`config.mk`:
```
export PLATFORM = sky130hd
export DESIGN_NAME = pst_sequencer
export DESIGN_NICKNAME = d
export VERILOG_FILES = /design/src/shared/pst_pkg.sv /design/src/hw/pst_event_flag.sv /design/src/hw/pst_sequencer.sv
export SDC_FILE = /design/constraint.sdc
export NUM_CORES = 1
export LEC_CHECK = 0
export BUFFER_PORTS_ARGS = -buffer_cell sky130_fd_sc_hd__buf_4
export CAP_MARGIN = 30
export CORE_UTILIZATION = 40
export CTS_BUF_LIST = sky130_fd_sc_hd__clkbuf_8
export DETAILED_ROUTE_END_ITERATION = 8
export PLACE_DENSITY = 0.59
export SETUP_SLACK_MARGIN = 0.4
export SYNTH_ARGS = -nofsm -noshare
export SYNTH_HDL_FRONTEND = slang
export SYNTH_SLANG_ARGS = --single-unit
export TNS_END_PERCENT = 50
```
`constraint.sdc`:
```
create_clock -name ref_clk_i -period 2.4 [get_ports ref_clk_i]
set_input_delay 0.36 -clock ref_clk_i [delete_from_list [all_inputs] [get_ports ref_clk_i]]
set_output_delay 0.36 -clock ref_clk_i [all_outputs]
set_load 0.02 [all_outputs]
```
`src/shared/pst_pkg.sv`:
```
package pst_pkg;
  // PWM counter geometry
  localparam int          PWM_MODULO        = 800;
  localparam int          PWM_CNT_W         = 10;
  localparam int          PWM_CHANNELS      = 6;
  localparam int          DUTY_W            = 10;
  localparam int          RELOADS_PER_SYNC  = 2;
  // Reset values
  localparam logic [9:0]  PWM_CNT_RESET     = 10'h000;
  localparam logic [9:0]  DUTY_RESET        = 10'h000;
  // Sampling timer
  localparam int          TMR_W             = 16;
  localparam logic [15:0] TMR_CMP_RESET     = 16'hffff;
  localparam logic [15:0] TMR_PRELOAD_RESET = 16'hffff;
  // Converter
  localparam int          RESULT_W          = 12;
  localparam int          SAMPLES_PER_SYNC  = 3;
  localparam int          SAMPLE_CNT_W      = 2;
  // Timing figures
  localparam int          CLK_PERIOD_NS     = 40;
  localparam int          FAST_LOOP_PERIOD_NS = 125000;
  localparam int          FAST_LOOP_PERIOD_CYC = FAST_LOOP_PERIOD_NS / CLK_PERIOD_NS;
endpackage

```
`src/hw/pst_event_flag.sv`:
```
`timescale 1ns/10ps
// Sticky event flag with interrupt gating; a set in the clear cycle survives
module pst_event_flag (
  input  wire logic ref_clk_i,
  input  wire logic rst_b_i,
  input  wire logic set_i,
  input  wire logic clr_i,
  input  wire logic irq_en_i,
  output logic      flag_o,
  output logic      irq_o
);
  typedef struct packed {
    logic flag;
  } pst_flag_state_type;

  pst_flag_state_type state;
  pst_flag_state_type next_state;

  // Set has priority so an event in the clear cycle is not lost
  always_comb begin
    next_state = state;
    if (clr_i) begin
      next_state.flag = 1'b0;
    end
    if (set_i) begin
      next_state.flag = 1'b1;
    end
  end

  always_ff @(posedge ref_clk_i or negedge rst_b_i) begin
    if (!rst_b_i) begin
      state <= '0;
    end else begin
      state <= next_state;
    end
  end

  // Enabling while pending raises the request at once
  assign flag_o = state.flag;
  assign irq_o  = state.flag & irq_en_i;
endmodule

```
`src/hw/pst_sequencer.sv`:
```
`timescale 1ns/10ps
module pst_sequencer #(
  parameter int PWM_MODULO       = pst_pkg::PWM_MODULO,
  parameter int PWM_CHANNELS     = pst_pkg::PWM_CHANNELS,
  parameter int SAMPLES_PER_SYNC = pst_pkg::SAMPLES_PER_SYNC
) (
  input  wire logic                                            ref_clk_i,
  input  wire logic                                            rst_b_i,
  // Duty value write port
  input  wire logic                                            duty_wr_i,
  input  wire logic [PWM_CHANNELS*pst_pkg::DUTY_W-1:0]         pwm_duty_values_i,
  output logic [PWM_CHANNELS-1:0]                              pwm_out_o,
  output logic [pst_pkg::PWM_CNT_W-1:0]                        pwm_count_o,
  // Reload flag and interrupt
  input  wire logic                                            reload_flag_clr_i,
  input  wire logic                                            reload_irq_en_i,
  output logic                                                 reload_flag_o,
  output logic                                                 reload_irq_o,
  output logic                                                 reload_sync_o,
  // Sampling timer control
  input  wire logic                                            tmr_cmp_wr_i,
  input  wire logic [pst_pkg::TMR_W-1:0]                       tmr_cmp_i,
  input  wire logic                                            tmr_preload_wr_i,
  input  wire logic [pst_pkg::TMR_W-1:0]                       tmr_preload_i,
  input  wire logic                                            tmr_cnt_rst_i,
  input  wire logic                                            tmr_stop_i,
  input  wire logic                                            tmr_force_low_i,
  output logic                                                 timer_output_flag_o,
  output logic                                                 tmr_running_o,
  output logic [pst_pkg::TMR_W-1:0]                            tmr_count_o,
  output logic [pst_pkg::TMR_W-1:0]                            first_compare_reg_o,
  // Converter handshake
  output logic                                                 conv_start_o,
  input  wire logic                                            conv_done_i,
  input  wire logic [pst_pkg::RESULT_W-1:0]                    conv_data_i,
  output logic [pst_pkg::RESULT_W-1:0]                         first_result_reg_o,
  output logic [pst_pkg::SAMPLE_CNT_W-1:0]                     sample_count_o,
  // Scan-done flag and interrupt
  input  wire logic                                            scan_done_clr_i,
  input  wire logic                                            scan_irq_en_i,
  output logic                                                 scan_done_flag_o,
  output logic                                                 scan_irq_o,
  // Fault detection
  input  wire logic                                            over_current_i,
  input  wire logic                                            over_voltage_i,
  input  wire logic                                            fault_clr_i,
  input  wire logic                                            fault_irq_en_i,
  output logic                                                 fault_flag_o,
  output logic                                                 fault_irq_o
);
  localparam int CW = pst_pkg::PWM_CNT_W;
  localparam int DW = pst_pkg::DUTY_W;
  localparam int TW = pst_pkg::TMR_W;
  localparam int SW = pst_pkg::SAMPLE_CNT_W;
  localparam logic [CW-1:0] MOD_TOP   = CW'(PWM_MODULO);
  localparam logic [SW-1:0] SAMPLE_MAX = SW'(SAMPLES_PER_SYNC);
  localparam logic [0:0]    SYNC_PHASE = 1'(pst_pkg::RELOADS_PER_SYNC - 1);

  typedef struct packed {
    logic [CW-1:0]                   pwm_cnt;
    logic                            pwm_down;
    logic [0:0]                      reload_phase;
    logic                            reload_sync;
    logic [PWM_CHANNELS-1:0][DW-1:0] duty_buf;
    logic [PWM_CHANNELS-1:0][DW-1:0] duty_act;
    logic [PWM_CHANNELS-1:0]         pwm_out;
    logic                            tmr_run;
    logic [TW-1:0]                   tmr_cnt;
    logic [TW-1:0]                   tmr_cmp;
    logic [TW-1:0]                   tmr_preload;
    logic                            tflag;
    logic                            tflag_last;
    logic                            conv_start;
    logic                            conv_busy;
    logic [SW-1:0]                   sample_cnt;
    logic [pst_pkg::RESULT_W-1:0]    result;
  } pst_seq_state_type;

  pst_seq_state_type state;
  pst_seq_state_type next_state;

  logic reload_evt;
  logic tflag_rise;
  logic conv_finish;

  // Reload happens as the down-count lands on zero
  assign reload_evt  = state.pwm_down && (state.pwm_cnt == CW'(1));
  assign tflag_rise  = state.tflag && !state.tflag_last;
  assign conv_finish = state.conv_busy && conv_done_i;

  always_comb begin
    next_state = state;
    next_state.reload_sync = 1'b0;
    next_state.conv_start  = 1'b0;
    next_state.tflag_last  = state.tflag;

    // Center-aligned up/down counter
    if (!state.pwm_down) begin
      next_state.pwm_cnt = state.pwm_cnt + CW'(1);
      if (state.pwm_cnt == MOD_TOP - CW'(1)) begin
        next_state.pwm_down = 1'b1;
      end
    end else begin
      next_state.pwm_cnt = state.pwm_cnt - CW'(1);
      if (state.pwm_cnt == CW'(1)) begin
        next_state.pwm_down = 1'b0;
      end
    end

    // Software fills the buffer; the outputs only see it at reload
    if (duty_wr_i) begin
      next_state.duty_buf = pwm_duty_values_i;
    end
    if (reload_evt) begin
      next_state.duty_act = state.duty_buf;
      next_state.reload_phase = state.reload_phase + 1'b1;
      if (state.reload_phase == SYNC_PHASE) begin
        next_state.reload_sync = 1'b1;
      end
    end

    // Channel high while the counter sits below its duty value
    for (int k = 0; k < PWM_CHANNELS; k++) begin
      next_state.pwm_out[k] = (state.pwm_cnt < state.duty_act[k]);
    end

    // Sampling timer; the running counter advances each cycle
    if (state.tmr_run) begin
      next_state.tmr_cnt = state.tmr_cnt + TW'(1);
    end
    if (state.tmr_run && (state.tmr_cnt == state.tmr_cmp)) begin
      next_state.tmr_cmp = state.tmr_preload;
    end
    if (tmr_preload_wr_i) begin
      next_state.tmr_preload = tmr_preload_i;
    end
    if (tmr_cmp_wr_i) begin
      next_state.tmr_cmp = tmr_cmp_i;
    end
    if (tmr_cnt_rst_i) begin
      next_state.tmr_cnt = '0;
    end
    if (tmr_stop_i) begin
      next_state.tmr_run = 1'b0;
    end
    // Trigger beats a stop in the same cycle so no period is skipped
    if (state.reload_sync) begin
      next_state.tmr_run = 1'b1;
      next_state.tmr_cnt = '0;
    end

    // Output flag: a match wins over a forced low in the same cycle
    if (tmr_force_low_i) begin
      next_state.tflag = 1'b0;
    end
    if (state.tmr_run && (state.tmr_cnt == state.tmr_cmp)) begin
      next_state.tflag = 1'b1;
    end

    // Conversion start on the flag edge, capped per sync period
    if (tflag_rise && !state.conv_busy && (state.sample_cnt < SAMPLE_MAX)) begin
      next_state.conv_start = 1'b1;
      next_state.conv_busy  = 1'b1;
      next_state.sample_cnt = state.sample_cnt + SW'(1);
    end
    if (conv_finish) begin
      next_state.conv_busy = 1'b0;
      next_state.result    = conv_data_i;
    end
    // A fresh sync period starts counting samples again
    if (state.reload_sync) begin
      next_state.sample_cnt = '0;
    end
  end

  always_ff @(posedge ref_clk_i or negedge rst_b_i) begin
    if (!rst_b_i) begin
      state              <= '0;
      state.pwm_cnt      <= pst_pkg::PWM_CNT_RESET;
      state.tmr_cmp      <= pst_pkg::TMR_CMP_RESET;
      state.tmr_preload  <= pst_pkg::TMR_PRELOAD_RESET;
    end else begin
      state <= next_state;
    end
  end

  // Reload flag stays pending until software clears it
  pst_event_flag u_reload_flag (
    .ref_clk_i (ref_clk_i),
    .rst_b_i   (rst_b_i),
    .set_i     (reload_evt),
    .clr_i     (reload_flag_clr_i),
    .irq_en_i  (reload_irq_en_i),
    .flag_o    (reload_flag_o),
    .irq_o     (reload_irq_o)
  );

  pst_event_flag u_scan_flag (
    .ref_clk_i (ref_clk_i),
    .rst_b_i   (rst_b_i),
    .set_i     (conv_finish),
    .clr_i     (scan_done_clr_i),
    .irq_en_i  (scan_irq_en_i),
    .flag_o    (scan_done_flag_o),
    .irq_o     (scan_irq_o)
  );

  // Only a detected fault condition ever sets this flag
  pst_event_flag u_fault_flag (
    .ref_clk_i (ref_clk_i),
    .rst_b_i   (rst_b_i),
    .set_i     (over_current_i | over_voltage_i),
    .clr_i     (fault_clr_i),
    .irq_en_i  (fault_irq_en_i),
    .flag_o    (fault_flag_o),
    .irq_o     (fault_irq_o)
  );

  // Registered outputs
  assign pwm_out_o           = state.pwm_out;
  assign pwm_count_o         = state.pwm_cnt;
  assign reload_sync_o       = state.reload_sync;
  assign timer_output_flag_o = state.tflag;
  assign tmr_running_o       = state.tmr_run;
  assign tmr_count_o         = state.tmr_cnt;
  assign first_compare_reg_o = state.tmr_cmp;
  assign conv_start_o        = state.conv_start;
  assign first_result_reg_o  = state.result;
  assign sample_count_o      = state.sample_cnt;
endmodule

```
## After elaboration in Yosys (flattened, before gate mapping)

Index checks and enable logic that the tools add are counted.

- Flip-flop bits (word level): 209
- Input bits: 121
- Output and inout bits: 72
- Word-level logic and storage cells: 88

- Add/subtract/negate cells: 5
- $lt $le $gt $ge: 7
- Eq/ne operators: 3
- Muxes and demuxes: 22
- Bitwise logic cells: 4
- Reductions and logical operators: 17

Operators by type and width:

| operator | number |
|---|---|
| $mux W16 | 4 |
| $lt A10 B10 Y1 | 6 |
| $mux W17 | 1 |
| $add A16 B1 Y16 const B | 1 |
| $eq A16 B16 Y1 | 1 |
| $reduce_bool A2 Y1 | 8 |
| $mux W1 | 14 |
| $mux W11 | 1 |
| $add A10 B1 Y10 const B | 1 |
| $eq A10 B1 Y1 const B | 1 |
| $eq A10 B10 Y1 const B | 1 |
| $sub A10 B1 Y10 const B | 1 |
| $logic_and A1 B1 Y1 | 6 |
| $mux W4 | 1 |
| $and A1 B1 Y1 | 3 |
| $reduce_bool A3 Y1 | 1 |
| $add A2 B1 Y2 const B | 1 |
| $logic_not A1 Y1 | 2 |
| $lt A2 B2 Y1 const B | 1 |
| $mux W2 | 1 |
| $add A1 B1 Y1 const B | 1 |
| $or A1 B1 Y1 | 1 |

## Depth between registers and ports, before layout

Gate-level depths: netlist of run 1.

- Word-level depth: 6
- Mapped depth: 6
- Gate-level depth less buffers: 6

## Hierarchy

A second synthesis of run 1 with hierarchy kept.

- Cells, all modules: 936
- Area total of the unflattened synthesis: 10256.1 µm²

Modules (own cells, without submodules):

| module | times used | cells an instance | area each (µm²) | sequential area each (µm²) |
|---|---|---|---|---|
| pst_sequencer | 1 | 924 | 10128.5 | 5195.0 |
| pst_event_flag | 3 | 4 | 42.5 | 25.0 |

## Least setup slack after synthesis of run 1

No wires, ideal clock.

- Path type: register -> register
- Start point: register state (netlist bit pwm_count_o[3])
- End point: register state[100] in the netlist's numbering
- Setup time: 0.125 ns
- Arrival: 1.892 ns
- Data required time: 2.275 ns
- Setup slack: 0.383 ns
- Stages on the path, launching flop included: 7
- Buffers on the path: 2
- Clock period less this slack: 2.017 ns
- Cells stage by stage: dfrtp_1 -> clkbuf_1 -> or4_4 -> nor2_4 -> nand4_4 -> buf_6 -> mux2_4

- Longest elaborated chain between the ends: 2

Ends and longest elaborated chain:

| element | RTL line | RTL |
|---|---|---|
| from (decl) | pst_sequencer.sv:79 | `pst_seq_state_type state;` |
| from (signal assigned) | pst_sequencer.sv:183 | `state <= next_state;` |
| $eq A10 B1 Y1 | pst_sequencer.sv:87 | `assign reload_evt = state.pwm_down && (state.pwm_cnt == CW'(1));` |
| $logic_and A1 B1 Y1 | pst_sequencer.sv:87 |  |

No other way between the ends.
A chain may end at the register's enable or synchronous reset.

## Worst setup path in the final report of run 1

- Start point: register state (netlist bit pwm_count_o[6])
- End point: register state[86] in the netlist's numbering

The elaborated chain is that of the path after synthesis.

==> results.md, run 1 <==
* LEAKAGE at 6.39 nW
* Max-slew violation count at 0
* Final Setup Violations at 0
* Crit-path max cell delay at 0.56 ns
* Pwr dens at 618 nW/µm²
* Hold Vio Cnt, Final at 0
* Chip width at 165 µm
* Clock Tree Buf Depth at 3
* CTS tree: built
* HP Class: input pin to register
* Root Driver: clkbuf_8
* Ratio of cells with drive above 1 in the final layout at 42.1%
* Startpoint Class: register
* Max Cap Violations at 0
* Slowest cell on crit path: or4_4
* Global route overflow at 0
* Synth area leaders: dfrtp_1 (42%), mux2_2 (8.2%), dfstp_2 (8.0%), mux2_4 (8.0%), ha_1 (7.0%)
* WS Path Type: register to register
* Met3 Wirelength at 1.34 mm
* Top routing layer used: met4
* IO Pins at 193
* Aggregate routed wire length at 23.3 mm
* Cell count after synthesis at 877
* RSZ-0062 raised after global routing: yes
* Drt first-iter violations at 400
* Clock transition at the registers of the reported paths at 0.06 ns
* Tmin final at 1.98 ns
* Status: finished, final reports clean
* Detailed-route via count at 6867
* Port Buf Inserts at 192
* Synth async-reset ratio at 100%
* Fin nets at 1232
* Final HPWL DP at 15.8 mm
* Clock sink count at 209
* Die area at 27100 µm²
* Vias per inst at 4.85
* # rows at 59
* Register area share after synthesis at 49.8%
* Met1 wire length at 10.9 mm
* Gpl congestion at 0.752
* Tot Pwr at 8.06 mW
* Routed Antenna Nets at 0
* Global-route wire length before repair at 36.7 mm
* Mean Syn Cell Area at 12.1 µm²
* Area grow syn2layout at 23.3%
* DR WL/cell at 16.4 µm
* Skew final at 0.0260 ns
* Total GRT Usage at 17.5%
* DRC Markers at 0
* Number of fillers in the final layout at 2373
* CP required at 2.80 ns
* Htree depth at 2
* Count of cell types in the netlist at 42
* Register Area at 5270 µm²
* Latest clock arrival within the worst-skew pair at 0.53 ns
* CP Capture Type: register
* Vias in the first global route at 6973
* Initial Util at 40.7%
* Core Area at 26000 µm²
* Multi-input gate area at 4370 µm²
* Largest net degree at the start of global routing at 79
* Worst-Margin Slew at 0.746 ns
* Number of antenna violations at the first check in global routing at 1
* Crit-path max FO at 15
* Main synth FF type: dfrtp_1
* Peak supply drop at 452 µV
* Met2 wire len at 10.6 mm
* FF+latch count, synth at 209
* Final setup TNS at 0 ns
* Synthesized Nets at 1057
* Area leader, netlist: dfrtp_1
* FMAX at 505 MHz
* WP data arrival at 2.38 ns
* CTS buffer count at 39
* DRT Pass-1 Iters at 6
* Period utilization at 82.5%
* EDFF count, synth at 0
* Synth warn at 0
* Top-area cell type share of the netlist area at 41.9%
* Relative slew slack at 49.8%
* Synth Cell Area at 10600 µm²
* Critical-path cell list: or4_4 > nor2_4 > nand4_4 > buf_4 > buf_16 > mux2_4
* Die Ht at 165 µm
-- power by group --
part / leakage (nW) / switching, mW / total [mW] / internal, mW
registers: 2.63 / 0.124 / 3.88 / 3.75
clock network: 0.474 / 1.48 / 3.46 / 1.98
logic: 3.29 / 0.318 / 0.720 / 0.402
total: 6.39 / 1.92 / 8.06 / 6.14
-- final cells by class --
type	instances	share of cell area [%]
Tap cell	335	3.21
Clock buffer	47	4.96
Inverter	81	2.33
Clock inverter	23	1.09
Timing Repair Buffer	228	14.4
Multi-Input combinational cell	493	33.5
Antenna cell	1	0.0192
Sequential cell	209	40.4
-- logic make-up (layout without fill, tap and decap cells) --
family                     after synthesis  after routing  share of synthesized area, %
buffers and inverters                  175            379                          8.84
muxes                                  136            136                          16.4
xor gates and xnor gates                39             39                          3.23
AOI/OAI and AO/OA                      115            115                          7.37
adders and majority gates               59             59                          6.98
DFF                                    209            209                          49.8
other                                    0              1                             0
and+or+nand+nor                        144            144                          7.30
-- registers in the layout (all words and copies together), names as in the netlist --
name                  cells
conv_start_o              1
first_compare_reg_o      16
first_result_reg_o       12
pwm_count_o              10
pwm_out_o                 6
reload_sync_o             1
sample_count_o            2
state                   140
timer_output_flag_o       1
tmr_count_o              16
tmr_running_o             1
u_fault_flag.flag_o       1
u_reload_flag.flag_o      1
u_scan_flag.flag_o        1
-- synthesized netlist by cell type, types with 10 or more instances --
cell type,count
nor2_1,22
a21oi_1,21
mux2_2,77
a21boi_0,16
o31a_1,16
o21ai_0,25
xor2_1,14
dfrtp_1,177
nand4_1,10
a21o_1,14
buf_4,62
mux2_4,56
xnor2_1,25
and3_1,19
clkbuf_1,24
nand2_1,35
inv_1,81
nand2b_1,22
ha_1,59
dfstp_2,32
-- through the flow --
stage | worst slack [ns] | std cells | util [%] | hold WS (ns) | instance area [µm²]
4_1_cts | 0.401 | 1410 | 49.8 | 0.00152 | 12900
3_5_place_dp | 0.349 | 1333 | 46.4 | 0.408 | 12100
3_3_place_gp | 0.375 | 1333 | 46.4 | 0.404 | 12100
2_1_floorplan | 0.405 | 877 | - | 0.0644 | 10600
5_1_grt | 0.370 | 1416 | 50.2 | 0.0199 | 13000
6_report | 0.419 | 1417 | 50.2 | 0.0338 | 13000
-- repair_timing --
| action | in CTS | in global routing |
|---|---|---|
| buffers inserted | 2 | 4 |
| endpoints found under the hold margin | 60 | 0 |
| pin swaps | 0 | 0 |
| resized for setup | 1 | 2 |
| cloned | 1 | 2 |
| hold buffers | 4 | 0 |
| setup endpoints to repair | 54 | 71 |
-- path summary, 6_finish.rpt --
path                       cells after the start                 from  slack, ns               endpoint
min                                            2    reload_flag_clr_i       0.03   u_reload_flag.flag_o
max                                            6       pwm_count_o[6]       0.42              state[86]
max in group asynchronous                      3              rst_b_i       1.18              state[19]
min reg2reg                                    0  timer_output_flag_o       0.42              state[16]
min in group asynchronous                      2              rst_b_i       0.44  first_result_reg_o[8]
max reg2reg                                    6       pwm_count_o[6]       0.42              state[86]
-- critical path, delay by kind of cell, from the launching register on --
kind,cells,cell delay [ns]
DFF,1,0.40
muxes,1,0.30
and+or+nand+nor,3,0.79
buffers and inverters,2,0.35
-- layout by cell type (no fill, tap or decap), types with 4 or more instances in the layout --
cell	synthesis	final
o31a_1	16	16
nand2_1	35	35
buf_12	0	7
a31o_2	6	6
mux2_2	77	77
xor2_1	14	14
a21oi_1	21	21
o221ai_1	6	6
or3_1	4	4
nor3_1	6	5
nand2b_1	22	22
a21boi_0	16	16
o21ai_0	25	25
xnor2_1	25	25
and3_1	19	19
nand4_1	10	10
a31oi_1	7	7
mux2_4	56	56
a21o_1	14	14
dlygate4sd3_1	0	4
nand3_1	9	9
buf_4	62	212
dfrtp_1	177	174
inv_1	81	99
ha_1	59	59
clkbuf_8	0	47
nor2_1	22	22
dfstp_2	32	32
-- metal layers --
layer  vias to the layer above  track usage (%)
li1                       3308                -
met1                      3350             24.1
met2                       171             27.2
met3                        38             3.74
met4                         0             5.59
met5                         -                0
Note: power is estimated with default switching activity, not from simulation.
==> inputs of run 2 (changes only) <==
- ABC_AREA: unset -> 1
- clock period: 2.4 -> 2.1 ns (I/O delays scaled with it)
==> run 2 against run 1 <==
Hold slack worse by 0.010 ns. Critical path depth down 4. Synthesized area up 0.14%. Worst setup slack better by 0.035 ns. Count of clock-buffer cells in the layout up 5. Global-route usage up 1.8 points. Die area up 0.14%. Wire length up 9.7%. First-iteration DRC count up 11%. Combinational power up 49%.
==> results.md, run 2 <==
* RSZ-0062 raised after global routing: yes
* Final Setup Violations at 0
* Commonest cells after routing, fill and taps aside: nand2_1 (281), buf_4 (217), inv_1 (196)
* Synthesized Nets at 1384
* IO Pins at 193
* Htree depth at 2
* FF+latch count, synth at 209
* Largest register FFs at 140
* Drt first-iter violations at 445
* Post-Route Utilization at 53.7%
* LEAKAGE at 6.91 nW
* Synth Cell Area at 10600 µm²
* Reg with most FFs: state
* Most frequent cell after synthesis: nand2_1
* Clock sink count at 209
* Area grow syn2layout at 31.7%
* Routed Antenna Nets at 0
* Hold Vio Cnt, Final at 0
* FMAX at 608 MHz
* Area after DPL at 12100 µm²
* Crit-path max FO at 12
* Register Area at 5280 µm²
* Peak supply drop at 404 µV
* Max Cap Violations at 0
* Mean Syn Cell Area at 8.79 µm²
* DRT Pass-1 Iters at 5
* Global-route wire length before repair at 41.0 mm
* Synth warn at 0
* DRC Markers at 0
* CP Capture Type: primary output
* Die Ht at 165 µm
* Final HPWL DP at 17.4 mm
* WP data arrival at 1.33 ns
* Cell count after synthesis at 1204
* Max-slew violation count at 0
* WS Path Type: register to primary output
* Synth async-reset ratio at 100%
* Ratio of cells with drive above 1 in the final layout at 25.2%
* Aggregate routed wire length at 25.5 mm
* Main synth FF type: dfrtp_1
* Relative slew slack at 62.9%
* # rows at 59
* Finished Layout Cells at 1830
* Worst-Margin Slew at 0.557 ns
* Pre-CTS WS at 0.317 ns
* # placed instances at 1657
* Clock transition at the registers of the reported paths at 0.06 ns
* HP Class: input pin to register
* Synth area leaders: dfrtp_1 (42%), nand2_1 (10%), dfstp_2 (7.9%), ha_1 (7.0%), inv_1 (6.5%)
* Status: finished, final reports clean
* Detailed-route via count at 8403
* Final instance area at 13900 µm²
* Clock Tree Buf Depth at 3
* Diodes inserted at 0
* Die area at 27100 µm²
* Gpl congestion at 0.847
* Hold WS at 0.0236 ns
* Multi-input gate area at 3970 µm²
* Register area share after synthesis at 49.8%
* Synth top cells by count: nand2_1 (281), inv_1 (184), dfrtp_1 (177)
* Most common cell after layout, fill and taps aside: nand2_1
* Latest clock arrival within the worst-skew pair at 0.53 ns
* Global route overflow at 0
* Startpoint Class: register
* Chip width at 165 µm
* Count of cell types in the netlist at 42
* Vias per inst at 4.59
* Fin nets at 1644
* Port Buf Inserts at 192
* Period utilization at 78.4%
* Post-route worst setup slack at 0.454 ns
* Total GRT Usage at 19.3%
* Top-area cell type share of the netlist area at 41.8%
* Area leader, netlist: dfrtp_1
* Tot Pwr at 9.54 mW
* CTS buffer count at 39
* Root Driver: clkbuf_8
* DR WL/cell at 14.0 µm
* Largest net degree at the start of global routing at 58
* Core Area at 26000 µm²
* Skew final at 0.0206 ns
* CTS tree: built
* Final setup TNS at 0 ns
* CP required at 1.78 ns
* Number of fillers in the final layout at 2396
* EDFF count, synth at 0
* Pwr dens at 684 nW/µm²
* Number of antenna violations at the first check in global routing at 0
* Tmin final at 1.65 ns
* Vias in the first global route at 8237
* Initial Util at 40.8%
## run 2: changes by cell type in the layout (fill, tap and decap cells not counted), moves of 17 or more
cell,change
a21oi_1,+20
and3_1,-17
dlygate4sd3_1,+85
inv_1,+97
mux2_2,-65
mux2_4,-56
nand2_1,+246
nand2b_1,-22
nand3_1,+18
o21ai_0,+84
o21ai_1,+42
o21ai_2,+20
xnor2_1,-20
## run 2: path summary, 6_finish.rpt
path	slack, ns	from	cells after the start	end
max	0.45	pwm_count_o[5]	2	pwm_count_o[5]
min	0.02	pwm_duty_values_i[43]	3	state[176]
max reg2reg	0.48	tmr_count_o[6]	8	tmr_count_o[15]
min reg2reg	0.44	timer_output_flag_o	0	state[16]
max in group asynchronous	1.05	rst_b_i	3	state[107]
min in group asynchronous	0.32	rst_b_i	2	tmr_count_o[8]
## run 2: critical path: stages, from the launching register on
cell	delay (ns)
dfrtp_1	0.35
buf_4	0.26
buf_4	0.19
## run 2: area by class of cell
cell class              count  share of cell area (%)
repair buffers            317                    19.5
clock inverters            20                   0.852
inverters                 191                    5.14
clock buffers              52                    5.13
well taps                 335                    3.01
flip-flops and latches    209                    37.8
multi-input cells         706                    28.5
## run 2: logic make-up (layout without fill, tap and decap cells)
logic type,after synthesis,after routing,synth area share [%]
simple gates,387,388,15.4
buf+inv,290,580,13.2
compound gates,232,232,12.1
flops,209,209,49.8
fa+ha+maj,59,59,6.97
xor+xnor,15,15,1.24
mux,12,12,1.28
## run 2: timing repair
item                                    CTS  global route
resized for setup                         2            11
hold endpoints to repair                138             0
pin swaps                                 3             2
endpoints found under the setup margin   67            87
setup buffers                             8             3
hold buffers                             89             0
gates cloned                              1             0
## run 2: power breakdown
part           switching [mW]  internal, mW  leakage (nW)  total [mW]
registers               0.105          4.29          2.65        4.39
clock network            1.73          2.35         0.478        4.08
logic                   0.554         0.517          3.77        1.07
## run 2: metal layers
metal  wire length, µm  vias to the layer above  GRT usage [%]
met1             11700                     3842           25.2
met2             12100                      230           32.8
li1                  -                     4300              -
met4               376                        0           5.21
met5                 0                        -              0
met3              1380                       31           3.29
==> inputs of run 3 (changes only) <==
- ABC_AREA: 1 -> 0
- PLACE_DENSITY: 0.59 -> 0.61
- clock period: 2.1 -> 1.3 ns (I/O delays scaled with it)
==> run 3 against run 2 <==
The run now ends with setup timing left. Cell count fell by 12%. Via count fell by 8.5%. Critical path type is now register to register. Design area rose by 14%. Flip-flop and latch count did not move.
==> results.md, run 3 (same netlist as run 1, synthesis figures left out) <==
* Clock power frac at 41.4%
* Ratio of cells with drive above 1 in the final layout at 49.3%
* Die Ht at 165 µm
* Global-route wire length before repair at 40.5 mm
* Worst-Margin Slew at 0.351 ns
* Logic gate share of total power at 12.5%
* HP Class: input pin to register
* WP data arrival at 2.28 ns
* CP required at 1.69 ns
* Slowest cell on crit path: or4_4
* Hold Vio Cnt, Final at 0
* Sequential Power Share at 46.1%
* Post-Route Utilization at 61.3%
* CTS buffer count at 37
* Latest clock arrival within the worst-skew pair at 0.52 ns
* Tot Pwr at 15.5 mW
* Clock Tree Buf Depth at 3
* DRC Markers at 0
* Vias per inst at 4.75
* Hold WS at 0.0394 ns
* Number of antenna violations at the first check in global routing at 0
* Post-route worst setup slack at -0.589 ns
* Critical-path cell list: or4_4 > nor2_4 > nand4_4 > buf_12 > mux2_4
* Int Power at 11.9 mW
* Status: finished, violations left
* Total GRT Usage at 19.1%
* Htree depth at 2
* Aggregate routed wire length at 26.2 mm
* Largest register FFs at 140
* Clock transition at the registers of the reported paths at 0.06 ns
* CP Capture Type: register
* Final Setup Violations at 157
* Global route overflow at 0
* Area grow syn2layout at 50.7%
* # rows at 59
* Initial Util at 40.7%
* Routed Antenna Nets at 0
* Most common cell after layout, fill and taps aside: buf_4
* CTS tree: built
* Root Driver: clkbuf_8
* Crit-path max cell delay at 0.54 ns
* Die area at 27100 µm²
* DR WL/cell at 16.2 µm
* Relative slew slack at 76.6%
* Gpl congestion at 0.795
* Final HPWL DP at 16.8 mm
* Commonest cells after routing, fill and taps aside: buf_4 (186), dfrtp_1 (165), buf_6 (117)
* Port Buf Inserts at 192
* Max Cap Violations at 0
* Psw at 3.65 mW
* Drt first-iter violations at 333
* Startpoint Class: register
* LEAKAGE at 7.58 nW
* Clock sink count at 209
* Period utilization at 145%
* Pre-CTS WS at -0.563 ns
* Switching share of power at 23.5%
* Largest net degree at the start of global routing at 39
* Skew final at 0.0137 ns
* Vias in the first global route at 7930
* Register Area at 5290 µm²
* RSZ-0062 raised after global routing: yes
* DRT Pass-1 Iters at 4
* Multi-input gate area at 4910 µm²
* Finished Layout Cells at 1619
* Crit-path max FO at 36
* FMAX at 529 MHz
* Peak supply drop at 654 µV
* Max-slew violation count at 0
* Detailed-route via count at 7688
* Reg with most FFs: state
* WS Path Type: register to register
* IO Pins at 193
* Number of fillers in the final layout at 2041
* Pwr dens at 975 nW/µm²
* Chip width at 165 µm
* Tmin final at 1.89 ns
* Diodes inserted at 0
* Violated checks: setup timing
* Core Area at 26000 µm²
* # placed instances at 1427
* Fin nets at 1438
## run 3: worst paths after layout
| kind | from | slack, ns | cells past startpoint | to |
|---|---|---|---|---|
| max in group asynchronous | rst_b_i | 0.65 | 3 | pwm_count_o[2] |
| min | tmr_preload_wr_i | 0.04 | 3 | state[21] |
| max reg2reg | pwm_count_o[4] | -0.59 | 5 | state[122] |
| min reg2reg | state[25] | 0.47 | 2 | state[25] |
| min in group asynchronous | rst_b_i | 0.12 | 2 | state[73] |
| max | pwm_count_o[4] | -0.59 | 5 | state[122] |
## run 3: cell type report
type                       count  share of cell area [%]
tap                          335                    2.63
inverter                      81                    1.92
clock buffer                  49                    4.23
clock inverter                16                   0.754
multi-input combinational    493                    30.8
sequential                   209                    33.2
timing repair buffer         436                    26.5
## run 3: through the flow
stage,cell area [µm²],setup TNS [ns]
6_report,15900,-54.72
5_1_grt,15900,-63.77
3_5_place_dp,12900,-46.90
2_1_floorplan,10700,-51.55
4_1_cts,15300,-56.07
3_3_place_gp,12900,-46.18
## run 3: per-layer routing
| layer | vias to the layer above | share of wire, % | GRT usage [%] |
|---|---|---|---|
| met4 | 0 | 1.6 | 5.34 |
| li1 | 3725 | - | - |
| met1 | 3742 | 45 | 25.3 |
| met2 | 187 | 49 | 31.8 |
| met5 | - | 0 | 0 |
| met3 | 34 | 5.0 | 3.87 |
## run 3: repair_timing
action	CTS	global route
pin swaps	19	16
gates resized for setup	106	122
hold endpoints to repair	313	0
cloned	0	3
setup endpoints to repair	200	202
setup buffers	5	6
hold buffers	113	0
## run 3: power by group through the flow
| stage | Clock [mW] | Combinational (mW) | Sequential (mW) |
|---|---|---|---|
| global placement | 0 | 1.46 | 7.23 |
| global route | 6.99 | 2.09 | 7.20 |
| CTS | 6.66 | 1.83 | 7.14 |
| floorplan | 0 | 0.820 | 7.17 |
| detailed placement | 0 | 1.48 | 7.25 |
| finish | 6.44 | 1.93 | 7.16 |
## run 3: worst max-delay path: cells and delay by family, from the launching register on
family	cells	cell delay, ns
flops	1	0.42
mux	1	0.32
simple gates	3	0.76
buf+inv	1	0.23
